$ cat src/verilog/relay_defs.vh
`ifndef RELAY_DEFS_VH
`define RELAY_DEFS_VH

// ----------------------------------------
// Register offsets (byte addresses)
// ----------------------------------------
`define OFS_CTRL 8'h00
`define OFS_CYCLE 8'h04
`define OFS_MINON 8'h08
`define OFS_MAXFREQ 8'h0c
`define OFS_ASSIGN 8'h10
`define OFS_ATTRIB 8'h14
`define OFS_STATUS 8'h18

// ----------------------------------------
// Control register fields
// ----------------------------------------
`define CTRL_FUNC_LSB 0
`define CTRL_SRC_LSB 4
`define CTRL_PART_LSB 8
`define CTRL_MODE_BIT 12
`define CTRL_DIAG_LSB 16

// Relay function codes
`define FUNC_OFF 3'h0
`define FUNC_LIMIT 3'h1
`define FUNC_CTRL 3'h2
`define FUNC_DIAG 3'h3
`define FUNC_CLEAN 3'h4
// Source codes
`define SRC_NONE 2'h0
`define SRC_CTRL1 2'h1
`define SRC_CTRL2 2'h2
// Actuator part codes
`define PART_NONE 2'h0
`define PART_MINUS 2'h1
`define PART_PLUS 2'h2
// Modulation modes
`define MODE_PWM 1'b0
`define MODE_PFM 1'b1
// Diagnostic modes; class modes are class code plus one
`define DIAG_ASSIGNED 3'h0
`define DIAG_CLASS_M 3'h1
`define DIAG_CLASS_F 3'h4

// ----------------------------------------
// Reset values and ranges, times in 0.1 s
// ----------------------------------------
`define CTRL_RST 32'h0000_0000
`define CYCLE_MAX 14'd9990
`define CYCLE_RST 14'd100
`define MINON_MIN 14'd3
`define MINON_RST 14'd3
`define FREQ_MIN 8'd1
`define FREQ_MAX 8'd180
`define FREQ_RST 8'd60
`define Y_FULL 10'd1000

// ----------------------------------------
// Timing
// ----------------------------------------
`define CLK_PERIOD_NS 20
`define TICK_PERIOD_NS 100000000
`define TICK_CYCLES (`TICK_PERIOD_NS / `CLK_PERIOD_NS)
// Tenths of a second per minute times full scale, and half of a minute in tenths
`define TENTHS_PER_MIN 20'd600000
`define PFM_HALF_NUM 14'd300

`endif

$ cat src/verilog/tenth_second_tick.v
// ----------------------------------------
// Time base divider
// ----------------------------------------
module tenth_second_tick #(
    parameter DIV = 5000000
) (
    input wire mclk,
    input wire rst_n,
    output reg tick
);
    reg [31:0] cnt_r;

    // Free running divider, one pulse per DIV clocks
    always @(posedge mclk) begin
        if (!rst_n) begin
            cnt_r <= 32'h0000_0000;
            tick <= 1'b0;
        end else if (cnt_r >= DIV - 1) begin
            cnt_r <= 32'h0000_0000;
            tick <= 1'b1;
        end else begin
            cnt_r <= cnt_r + 32'h0000_0001;
            tick <= 1'b0;
        end
    end
endmodule

$ cat src/verilog/relay_modulation_output.v
// Contract
// - Modulate relay as repeating pulse then interval
// - Duty mode keeps period fixed, varies share
// - Frequency mode fixed pulse, varies interval
// - At maximum rate interval equals pulse
// - Source none, controller one or two
// - Actuator part none, raising or lowering
// - Cycle duration minimum on-time to 999.0 s
// - Cycle duration never below minimum on-time
// - Suppress pulses shorter than minimum on-time; the code does so in duty mode only
// - Maximum rate 1 to 180 per minute
// - Pulse length derived from maximum rate
// - Diagnostics from assigned messages or class
// - Assigned mode follows assigned messages only
// - Class mode follows all class messages
// - Attributed message list is read only
// - Split bipolar variable into unipolar parts
// - Function off disables relay entirely
//
// Our own choices: the APB register port and the placing of the registers.
`include "relay_defs.vh"

module relay_modulation_output #(
    parameter TICK_CYCLES = `TICK_CYCLES,
    parameter MSG_N = 32
) (
    input wire mclk,
    input wire rst_n,
    input wire psel,
    input wire penable,
    input wire pwrite,
    input wire [7:0] paddr,
    input wire [31:0] pwdata,
    output reg [31:0] prdata,
    output wire pready,
    output wire pslverr,
    input wire [10:0] ctrl1Y,
    input wire [10:0] ctrl2Y,
    input wire [MSG_N-1:0] msgActive,
    input wire [2*MSG_N-1:0] msgClass,
    output reg relayOn
);
    // ----------------------------------------
    // States
    // ----------------------------------------
    localparam ST_IDLE = 2'b00;
    localparam ST_ON = 2'b01;
    localparam ST_OFF = 2'b10;

    // ----------------------------------------
    // Registers
    // ----------------------------------------
    reg [31:0] ctrl_r;
    reg [13:0] cycle_r;
    reg [13:0] minOn_r;
    reg [7:0] maxFreq_r;
    reg [MSG_N-1:0] assign_r;
    reg [1:0] state_r;
    reg [1:0] state_nxt;
    reg [19:0] cnt_r;
    reg [19:0] cnt_nxt;
    reg [19:0] offLen_r;
    reg [19:0] offLen_nxt;
    reg [10:0] ySel;
    reg [9:0] yUni;
    reg [10:0] yMag;

    wire tick;
    wire [2:0] func = ctrl_r[`CTRL_FUNC_LSB +: 3];
    wire [1:0] src = ctrl_r[`CTRL_SRC_LSB +: 2];
    wire [1:0] part = ctrl_r[`CTRL_PART_LSB +: 2];
    wire mode = ctrl_r[`CTRL_MODE_BIT];
    wire [2:0] diagMode = ctrl_r[`CTRL_DIAG_LSB +: 3];

    // ----------------------------------------
    // Time base
    // ----------------------------------------
    tenth_second_tick #(
        .DIV(TICK_CYCLES)
    ) u_tick (
        .mclk(mclk),
        .rst_n(rst_n),
        .tick(tick)
    );

    // ----------------------------------------
    // APB slave
    // ----------------------------------------
    wire setup = psel && !penable;
    wire access = psel && penable;
    wire wrEn = access && pwrite;
    reg mapped;
    reg [31:0] rdMux;

    // Zero wait states: every access completes in one access cycle
    assign pready = 1'b1;
    assign pslverr = access && !mapped;

    // Write data clamped into the legal ranges
    wire [13:0] wrVal = pwdata[13:0];
    wire [7:0] wrFreq = pwdata[7:0];
    reg [13:0] cycleClamp;
    reg [13:0] minOnClamp;
    reg [7:0] freqClamp;

    // Range limits for written settings
    always @* begin
        if (pwdata[31:14] != 18'h0 || wrVal > `CYCLE_MAX) begin
            cycleClamp = `CYCLE_MAX;
        end else if (wrVal < minOn_r) begin
            cycleClamp = minOn_r;
        end else begin
            cycleClamp = wrVal;
        end
        if (pwdata[31:14] != 18'h0 || wrVal > cycle_r) begin
            minOnClamp = cycle_r;
        end else if (wrVal < `MINON_MIN) begin
            minOnClamp = `MINON_MIN;
        end else begin
            minOnClamp = wrVal;
        end
        if (pwdata[31:8] != 24'h0 || wrFreq > `FREQ_MAX) begin
            freqClamp = `FREQ_MAX;
        end else if (wrFreq < `FREQ_MIN) begin
            freqClamp = `FREQ_MIN;
        end else begin
            freqClamp = wrFreq;
        end
    end

    // Read decode
    always @* begin
        mapped = 1'b1;
        rdMux = 32'h0000_0000;
        case (paddr)
            `OFS_CTRL: rdMux = ctrl_r;
            `OFS_CYCLE: rdMux = {18'h0, cycle_r};
            `OFS_MINON: rdMux = {18'h0, minOn_r};
            `OFS_MAXFREQ: rdMux = {24'h0, maxFreq_r};
            `OFS_ASSIGN: rdMux[MSG_N-1:0] = assign_r;
            `OFS_ATTRIB: rdMux[MSG_N-1:0] = assign_r;
            `OFS_STATUS: rdMux = {6'h0, yUni, 13'h0, state_r, relayOn};
            default: mapped = 1'b0;
        endcase
    end

    // Register writes and registered read data
    always @(posedge mclk) begin
        if (!rst_n) begin
            ctrl_r <= `CTRL_RST;
            cycle_r <= `CYCLE_RST;
            minOn_r <= `MINON_RST;
            maxFreq_r <= `FREQ_RST;
            assign_r <= {MSG_N{1'b0}};
            prdata <= 32'h0000_0000;
        end else begin
            // Read data captured in setup, stable through access
            if (setup) begin
                prdata <= rdMux;
            end
            if (wrEn) begin
                case (paddr)
                    `OFS_CTRL: ctrl_r <= pwdata & 32'h0007_1337;
                    `OFS_CYCLE: cycle_r <= cycleClamp;
                    `OFS_MINON: minOn_r <= minOnClamp;
                    `OFS_MAXFREQ: maxFreq_r <= freqClamp;
                    `OFS_ASSIGN: assign_r <= pwdata[MSG_N-1:0];
                    default: ;
                endcase
            end
        end
    end

    // ----------------------------------------
    // Manipulated variable selection
    // ----------------------------------------

    // Pick source, split into unipolar parts, saturate at full scale
    always @* begin
        case (src)
            `SRC_CTRL1: ySel = ctrl1Y;
            `SRC_CTRL2: ySel = ctrl2Y;
            default: ySel = 11'h000;
        endcase
        yMag = 11'h000;
        if (src != `SRC_NONE) begin
            if (part == `PART_PLUS && !ySel[10]) begin
                yMag = ySel;
            end else if (part == `PART_MINUS && ySel[10]) begin
                yMag = 11'h000 - ySel;
            end
        end
        if (yMag > {1'b0, `Y_FULL}) begin
            yUni = `Y_FULL;
        end else begin
            yUni = yMag[9:0];
        end
    end

    // ----------------------------------------
    // Phase lengths, in 0.1 s ticks
    // ----------------------------------------
    wire [23:0] pwmProd = yUni * cycle_r;
    wire [23:0] pwmRaw = pwmProd / `Y_FULL;
    wire [17:0] pfmProd = yUni * maxFreq_r;
    wire [13:0] pfmHalf = `PFM_HALF_NUM / maxFreq_r;
    wire [19:0] pfmPeriod = (pfmProd == 18'h0) ? 20'h0 : `TENTHS_PER_MIN / pfmProd;
    reg [19:0] onLen;
    reg [19:0] offLen;

    always @* begin
        if (mode == `MODE_PWM) begin
            if (pwmRaw[19:0] < {6'h0, minOn_r}) begin
                onLen = 20'h0;
            end else begin
                onLen = pwmRaw[19:0];
            end
            offLen = {6'h0, cycle_r} - onLen;
        end else begin
            onLen = (pfmHalf == 14'h0) ? 20'h1 : {6'h0, pfmHalf};
            if (yUni >= `Y_FULL || pfmPeriod <= onLen) begin
                offLen = onLen;
            end else begin
                offLen = pfmPeriod - onLen;
            end
        end
    end

    // ----------------------------------------
    // Output selection
    // ----------------------------------------
    wire [MSG_N-1:0] classHit;
    genvar i;
    // Per message class match
    generate
        for (i = 0; i < MSG_N; i = i + 1) begin : g_msg
            assign classHit[i] = msgActive[i] &&
                ({1'b0, msgClass[2*i +: 2]} == diagMode - `DIAG_CLASS_M);
        end
    endgenerate

    wire modActive = (func == `FUNC_CTRL) && (yUni != 10'h0);
    reg diagOut;

    always @* begin
        if (diagMode == `DIAG_ASSIGNED) begin
            diagOut = |(msgActive & assign_r);
        end else if (diagMode <= `DIAG_CLASS_F) begin
            diagOut = |classHit;
        end else begin
            diagOut = 1'b0;
        end
    end

    // ----------------------------------------
    // Modulator state machine
    // ----------------------------------------
    // Both lengths are sampled when a cycle starts from idle, so a setting change
    // takes hold at the next cycle rather than cutting a pulse short.
    always @* begin
        state_nxt = state_r;
        cnt_nxt = cnt_r;
        offLen_nxt = offLen_r;
        case (state_r)
            ST_IDLE: begin
                if (modActive) begin
                    offLen_nxt = offLen;
                    if (onLen != 20'h0) begin
                        state_nxt = ST_ON;
                        cnt_nxt = onLen;
                    end else begin
                        state_nxt = ST_OFF;
                        cnt_nxt = offLen;
                    end
                end
            end
            ST_ON: begin
                if (tick && cnt_r <= 20'h1) begin
                    if (offLen_r != 20'h0) begin
                        state_nxt = ST_OFF;
                        cnt_nxt = offLen_r;
                    end else begin
                        state_nxt = ST_IDLE;
                    end
                end else if (tick) begin
                    cnt_nxt = cnt_r - 20'h1;
                end
            end
            ST_OFF: begin
                if (tick && cnt_r <= 20'h1) begin
                    state_nxt = ST_IDLE;
                end else if (tick) begin
                    cnt_nxt = cnt_r - 20'h1;
                end
            end
            default: begin
                state_nxt = ST_IDLE;
            end
        endcase
        if (!modActive) begin
            state_nxt = ST_IDLE;
            cnt_nxt = 20'h0;
        end
    end

    // State and relay drive
    always @(posedge mclk) begin
        if (!rst_n) begin
            state_r <= ST_IDLE;
            cnt_r <= 20'h0;
            offLen_r <= 20'h0;
            relayOn <= 1'b0;
        end else begin
            state_r <= state_nxt;
            cnt_r <= cnt_nxt;
            offLen_r <= offLen_nxt;
            if (func == `FUNC_DIAG) begin
                relayOn <= diagOut;
            end else begin
                relayOn <= (state_nxt == ST_ON);
            end
        end
    end
endmodule

$ cat config.mk
export PLATFORM = sky130hd
export DESIGN_NAME = relay_modulation_output
export DESIGN_NICKNAME = d
export VERILOG_FILES = /design/src/verilog/tenth_second_tick.v /design/src/verilog/relay_modulation_output.v
export VERILOG_INCLUDE_DIRS = /design/src /design/src/verilog
export SDC_FILE = /design/constraint.sdc
export NUM_CORES = 2
export LEC_CHECK = 0
export BUFFER_PORTS_ARGS = -buffer_cell sky130_fd_sc_hd__buf_2
export CAP_MARGIN = 5
export CORE_MARGIN = 10
export CORE_UTILIZATION = 55
export DETAILED_ROUTE_END_ITERATION = 6
export GPL_ROUTABILITY_DRIVEN = 0
export PLACE_DENSITY = 0.72
export RECOVER_POWER = 25
export SLEW_MARGIN = 5
export SYNTH_ARGS = -nofsm -noshare
export SYNTH_HDL_FRONTEND = slang
export SYNTH_SLANG_ARGS = --single-unit
$ cat constraint.sdc
create_clock -name mclk -period 210.7 [get_ports mclk]
set_input_delay 42.14 -clock mclk [delete_from_list [all_inputs] [get_ports mclk]]
set_output_delay 42.14 -clock mclk [all_outputs]
set_load 0.005 [all_outputs]
; Yosys cells after proc, flatten, opt, wreduce, memory -nomap -nowiden
; Cells that the tools add are included.
[classes]
bitwise_logic = 2
n_eq_ne = 49
mux = 36
n_div = 3
n_addsub = 6
mul = 2
reduce_logical = 72
n_lt_le_gt_ge = 13
[op_table]
columns = cell, count
row1 = $mux W20, 11
row2 = $pmux W32 S6, 1
row3 = $eq A2 B3 Y1, 32
row4 = $mux W14, 5
row5 = $reduce_or A32 Y1, 2
row6 = $pmux W20 S3, 1
row7 = $logic_and A1 B1 Y1, 40
row8 = $reduce_bool A20 Y1, 2
row9 = $mux W11, 3
row10 = $add A32 B1 Y32 const B, 1
row11 = $and A32 B32 Y32, 1
row12 = $ge A32 B23 Y1 const B, 1
row13 = $div A24 B10 Y24 const B, 1
row14 = $eq A8 B5 Y1 const B, 3
row15 = $mul A10 B14 Y24, 1
row16 = $reduce_bool A24 Y1, 1
row17 = $pmux W11 S2, 1
row18 = $div A20 B18 Y20 const A, 1
row19 = $le A20 B1 Y1 const B, 1
row20 = $le A20 B14 Y1, 1
row21 = $lt A20 B14 Y1, 1
row22 = $sub A14 B20 Y20, 1
row23 = $sub A20 B1 Y20 const B, 1
row24 = $sub A20 B14 Y20, 1
row25 = other kinds (41), 69
[word_totals]
ff_bits = 187
out_inout_bits = 35
in_bits = 163

; Depth between registers and ports, before layout
[logic_depth]
word_depth = 20
mapped_depth = 349
depth_no_buf = 327

; By module
; Synthesis repeated with hierarchy kept, for this count alone.
[unflattened]
cells_unflattened = 4985
hier_area_um2 = 37020.5
[by_module_without_submodules]
columns = module, cells_each, seq_area_each_um2, area_per_inst_um2, instances
row1 = relay_modulation_output, 4836, 3083.0, 35629.2, 1
row2 = tenth_second_tick, 149, 660.6, 1391.3, 1

; Worst setup path after synthesis
; OpenSTA, ideal clock, no wires.
[synth_path]
kind = input port to flip-flop
startpoint = input port ctrl2Y[0]
endpoint = register offLen_r[11]
arrival_time_ps = 98809
setup_slack_ps = 111776
required_ps = 210585
stages = 339
setup_time_ps = 115
cell_sequence = a22o_1 > nand2_1 > clkbuf_1 > clkbuf_1 > ha_1 > nand4_1 > a21oi_1 > nor4_1 > o31ai_1 > a211oi_1 > o21ai_1 > nand2b_1 > clkbuf_1 > clkbuf_1 > clkbuf_1 > a21oi_1 > fa_1 > fa_1 > [... 303 more ...] > o21ai_0 > nand2b_1 > a21o_1 > a21o_1 > a21o_1 > a21o_1 > a21o_1 > a21o_1 > a21o_1 > a21o_1 > a21oi_1 > a221o_1 > clkbuf_1 > buf_1 > o21ai_0 > a21oi_1 > o21ai_0 > and2_1
[synth_between]
elab_chain_cells = 14
word_cells_on_any_way = 26
classes_between = 3 x add/sub / 2 x mul / 2 x div / 4 x order compare / 10 x mux / 5 x reduce/logical
[synth_lines]
columns = item, line_no
row1 = start: declaration, relay_modulation_output.v:38  ; input wire [10:0] ctrl2Y,
row2 = $pmux W11 S2 *, relay_modulation_output.v:180  ; case (src)
row3 = $sub A1 B11 Y11, relay_modulation_output.v:190  ; yMag = 11'h000 - ySel;
row4 = $mux W11, relay_modulation_output.v:189  ; end else if (part == `PART_MINUS && ySel[10]) begin
row5 = $mux W11 *, relay_modulation_output.v:187  ; if (part == `PART_PLUS && !ySel[10]) begin
row6 = $mux W11 *, relay_modulation_output.v:186  ; if (src != `SRC_NONE) begin
row7 = $gt A11 B10 Y1, relay_modulation_output.v:193  ; if (yMag > {1'b0, `Y_FULL}) begin
row8 = $mux W10 *, relay_modulation_output.v:193
row9 = $mul A10 B14 Y24 or $mul A10 B8 Y18 (tied branches), "relay_modulation_output.v:203, relay_modulation_output.v:205"
row10 = "$div A24 B10 Y24 (no line), or another cell as far along", -
row11 = $lt A20 B14 Y1 or $mux W20 (tied branches), "relay_modulation_output.v:213, relay_modulation_output.v:207"
row12 = $mux W20 or $le A20 B14 Y1 (tied branches), "relay_modulation_output.v:213, relay_modulation_output.v:221"
row13 = $mux W20 or $logic_or A1 B1 Y1 (tied branches), "relay_modulation_output.v:212, relay_modulation_output.v:221"
row14 = $sub A14 B20 Y20 or $mux W20 (tied branches), "relay_modulation_output.v:218, relay_modulation_output.v:221"
row15 = $mux W20, relay_modulation_output.v:212  ; if (mode == `MODE_PWM) begin
row16 = end signal: assignment, relay_modulation_output.v:316  ; offLen_r <= offLen_nxt;
row17 = end: declaration, relay_modulation_output.v:62  ; reg [19:0] offLen_r;
; Every way passes the cells marked *; elsewhere a longest branch is shown, timed or not. The select of a mux whose other input is x is not followed.
; A chain may end at the register's enable or synchronous reset.

; Worst setup path after layout
[layout_path]
startpoint = input port ctrl2Y[0]
endpoint = register cnt_r[1]
[layout_between]
elab_chain_cells = 16
word_cells_on_any_way = 30
classes_between = 3 x add/sub / 2 x mul / 2 x div / 4 x order compare / 13 x mux / 6 x reduce/logical
[layout_lines]
columns = item, line_no
row1 = $pmux W11 S2 *, relay_modulation_output.v:180
row2 = $sub A1 B11 Y11, relay_modulation_output.v:190
row3 = $mux W11, relay_modulation_output.v:189
row4 = $mux W11 *, relay_modulation_output.v:187
row5 = $mux W11 *, relay_modulation_output.v:186
row6 = $gt A11 B10 Y1, relay_modulation_output.v:193
row7 = $mux W10 *, relay_modulation_output.v:193
row8 = $mul A10 B14 Y24 or $mul A10 B8 Y18 (tied branches), "relay_modulation_output.v:203, relay_modulation_output.v:205"
row9 = "$div A24 B10 Y24 (no line), or another cell as far along", -
row10 = $lt A20 B14 Y1 or $mux W20 (tied branches), "relay_modulation_output.v:213, relay_modulation_output.v:207"
row11 = $mux W20 or $le A20 B14 Y1 (tied branches), "relay_modulation_output.v:213, relay_modulation_output.v:221"
row12 = $mux W20 or $logic_or A1 B1 Y1 (tied branches), "relay_modulation_output.v:212, relay_modulation_output.v:221"
row13 = "$sub A14 B20 Y20, or another cell as far along", relay_modulation_output.v:218  ; offLen = {6'h0, cycle_r} - onLen;
row14 = $mux W20 or $reduce_bool A20 Y1 (tied branches), "relay_modulation_output.v:212, relay_modulation_output.v:268"
row15 = $mux W20, relay_modulation_output.v:268  ; if (onLen != 20'h0) begin
row16 = $pmux W20 S3, relay_modulation_output.v:264  ; case (state_r)
row17 = end signal: assignment, relay_modulation_output.v:315  ; cnt_r <= cnt_nxt;
row18 = end: declaration, relay_modulation_output.v:60  ; reg [19:0] cnt_r;
; Marks and branches as above.

==> results.md <==
* Result of the run: finished clean
* Reg-to-reg setup timing slack at 145.74 ns
* Hold Crit Start: u_tick.cnt_r[0]
* Post-route antenna net violation count at 0
* Time the final worst path needs with I/O delays and setup at 105.69 ns
* Yosys cell types at 135
* Horizontal die dimension at 280 µm
* Buffer cell driving the clock tree root: sky130_fd_sc_hd__clkbuf_16
* Total wire length after detailed routing at 121000 µm
* Post-Syn Instances at 5019
* Register bit total from synthesis at 187
* Number of inserted filler cells in the final layout at 6450
* Final worst clock skew at 0.0228 ns
* Worst-case hold path end point: u_tick.cnt_r[0]
* Average wire length per cell after detail routing at 20.3 µm
* Drt via density at 6.34
* Post-synth top flop: sky130_fd_sc_hd__dfxtp_1
* Average footprint of a synthesized cell at 7.40 µm²
* Via total after detailed routing at 37800
* GRT overflow at 0
* DR pass1 iterations at 6
* Clock latency at the later pin of the worst-skew pair at 0.47 ns
* Total of warnings raised by yosys at 0
* Initial cell density of the core at 55.4%
* Wire length of the first global-routing pass at 190000 µm
* Arrival time of data at the critical path endpoint at 106.04 ns
* Die Ht at 280 µm
* Number of standard cells in the final layout excluding fillers at 5966
* Number of DRC violations after detailed routing at 0
* Leakage dissipation at 17.4 nW
* Vias in the first global route at 34900
* CTS Buf Count at 17
* Cell count of the worst hold path at 1
* Kind of path behind the tightest hold check: reg2reg
* Post-CTS clock slew at the launch and capture registers of the worst setup and hold paths at 0.08 ns
* Number of placement rows at 95
* Placed cell count at 5932
* Most common library cells after synthesis: sky130_fd_sc_hd__nand2_1, sky130_fd_sc_hd__ha_1, sky130_fd_sc_hd__a21oi_1
* Synth-to-Final Area Change at 6.29%
* Placement Cell Area at 0.0389 mm²
* Largest fanout on the critical path at 74
* Path length in cells of the critical path at 325
* Sequential-to-total area share from yosys stat at 10.1%
* Cell count of the worst reg-to-reg path at 325
* Worst flop-to-flop path startpoint: ctrl_r[4]
* Maximum number of pins on one net before global-route repair at 107
* Top cells by area, synth: sky130_fd_sc_hd__ha_1, sky130_fd_sc_hd__dfxtp_1, sky130_fd_sc_hd__fa_1
* Count of hold-fix buffers inserted at cts at 0
* Setup TNS at 0 ns
* Number of placed I/O pins at 198
* Proportion of layout cells with a drive suffix above 1 at 9.35%
* Highest achievable clock rate at 9.46 MHz
* CP max stage cell: sky130_fd_sc_hd__nor4_1
* Setup repair after global routing missed its margin: no
* TritonCTS clock tree: done
* Slew of the pin with the lowest slew margin at 1.40 ns
* Number of buffers inserted by post-CTS setup repair at 0
* GRT Total Usage at 29.6%
* Post-cts repair resize count at 0
* Worst Setup Path Type: in2reg
* Startpoint kind of the worst setup timing path: primary input
* Worst Setup End Kind: register
* Htree depth at 4
* Area share of the largest cell type after synthesis at 14.8%
* Most used cell, CP: sky130_fd_sc_hd__o21ai_0
* Required time at the worst-slack endpoint at 211.05 ns
* Sink Count at 187
* Detailed placement HPWL at 95600 µm
* Slew Limit Fails at 0
* Cell type contributing the most total cell area after synthesis: sky130_fd_sc_hd__ha_1
* Largest stage delay, worst path at 0.92 ns
* CORE AREA at 0.0670 mm²
* Post-layout nets at 5825
* Port Buf Inserts at 196
* Final design instance area without fill at 0.0395 mm²
* Max VDD drop at 0.00527 mV
* Crit-path leading delay family: compound AO/OA/AOI/OAI gates
* Most common cell in the synthesized netlist: sky130_fd_sc_hd__nand2_1
* Number of DRC markers after the initial detailed-route iteration at 3789
* Final cycle utilization of the critical path at 50.2%
* Number of enable flip-flop cells after synthesis at 0
* Minimum hold slack at 0.467 ns
* Antenna violations before repair at 3
* Final setup violating endpoints at 0
* Area enclosed by the die boundary at 0.0783 mm²
* Max_slew headroom at 6.89%
* Reg-to-reg endpoint: cnt_r[1]
* Number of violations of the max-capacitance limit at 0
* Maximum root-to-sink buffer count at 2
* Power per Cell Area at 1.94 mW/mm²
* Area of the mapped netlist at 0.0371 mm²
* Buffers & Inverters on Critical Path at 15
* Number of hold violations in the final report at 0
* Proportion of synthesized flip-flops having asynchronous set or reset at 0%
[per-layer routing]
metal	part of all wire (%)	wire (µm)	up-vias	GRT usage, %
met1	44	53900	17800	41.8
met3	10	12500	204	6.20
met2	43	52200	1745	44.9
met4	2.3	2840	6	7.48
li1	-	-	18100	-
met5	0.031	38	-	0
[sequential cells by signal (all words and copies together), names as in the netlist, 2 cells and up]
signal        cells
cnt_r            20
u_tick.cnt_r     32
prdata           32
cycle_r          14
assign_r         32
ctrl_r           11
offLen_r         20
minOn_r          14
state_r           2
maxFreq_r         8
[logic make-up (layout without fill, tap and decap cells)]
logic type	Yosys count	after routing	synth area share, %
mux	129	129	3.86
simple gates	1739	1739	22.9
fa+ha+maj	588	588	22.7
other cells	2	12	0.0202
xor+xnor	318	318	7.56
buf+inv	576	640	5.98
compound gates	1480	1480	26.8
flops	187	187	10.1
[power by group]
| group | switching [W] | total, W | internal, W |
|---|---|---|---|
| Sequential | 0.000000132 | 0.0000357 | 0.0000355 |
| Clock | 0.0000176 | 0.0000347 | 0.0000171 |
| Combinational | 0.00000369 | 0.00000629 | 0.00000258 |
[cell type report]
class	count	area, µm²	area share [%]
inverter	349	1320	3.33
tap	873	1090	2.77
sequential	187	3750	9.49
clock buffer	17	425	1.08
multi-input combinational	4264	31300	79.3
timing repair buffer	259	1420	3.59
antenna	2	5.00	0.0127
clock inverter	15	179	0.453
[per-stage QoR]
step                utilization, %  total power [W]  setup WS [ns]
floorplan                        -        0.0000393         111.78
global placement              58.0        0.0000425         107.19
detailed placement            58.0        0.0000426         105.57
CTS                           58.9        0.0000766         105.82
global route                  58.9        0.0000788          99.62
finish                        58.9        0.0000767         105.01
[how the worst max path moves through the flow]
stage	endpoint	from
finish	cnt_r[1]	ctrl2Y[0]
global route	cnt_r[5]	ctrl2Y[0]
CTS	cnt_r[1]	ctrl2Y[0]
detailed placement	cnt_r[1]	ctrl2Y[0]
global placement	cnt_r[1]	ctrl2Y[0]
floorplan	offLen_r[11]	ctrl2Y[0]
[cells in the final DEF (no fill, tap or decap), drive strengths merged, types with 93 or more instances in the layout]
| cell type | instances |
|---|---|
| fa | 146 |
| buf | 231 |
| xor2 | 143 |
| nor2 | 386 |
| inv | 348 |
| xnor2 | 175 |
| a21oi | 410 |
| dfxtp | 187 |
| o21ai | 296 |
| nand3 | 120 |
| o21a | 93 |
| and2 | 108 |
| ha | 438 |
| nand2 | 562 |
| nor3 | 112 |
| a21o | 137 |
| nand2b | 114 |
No activity file was read; power rests on OpenSTA's default activity.
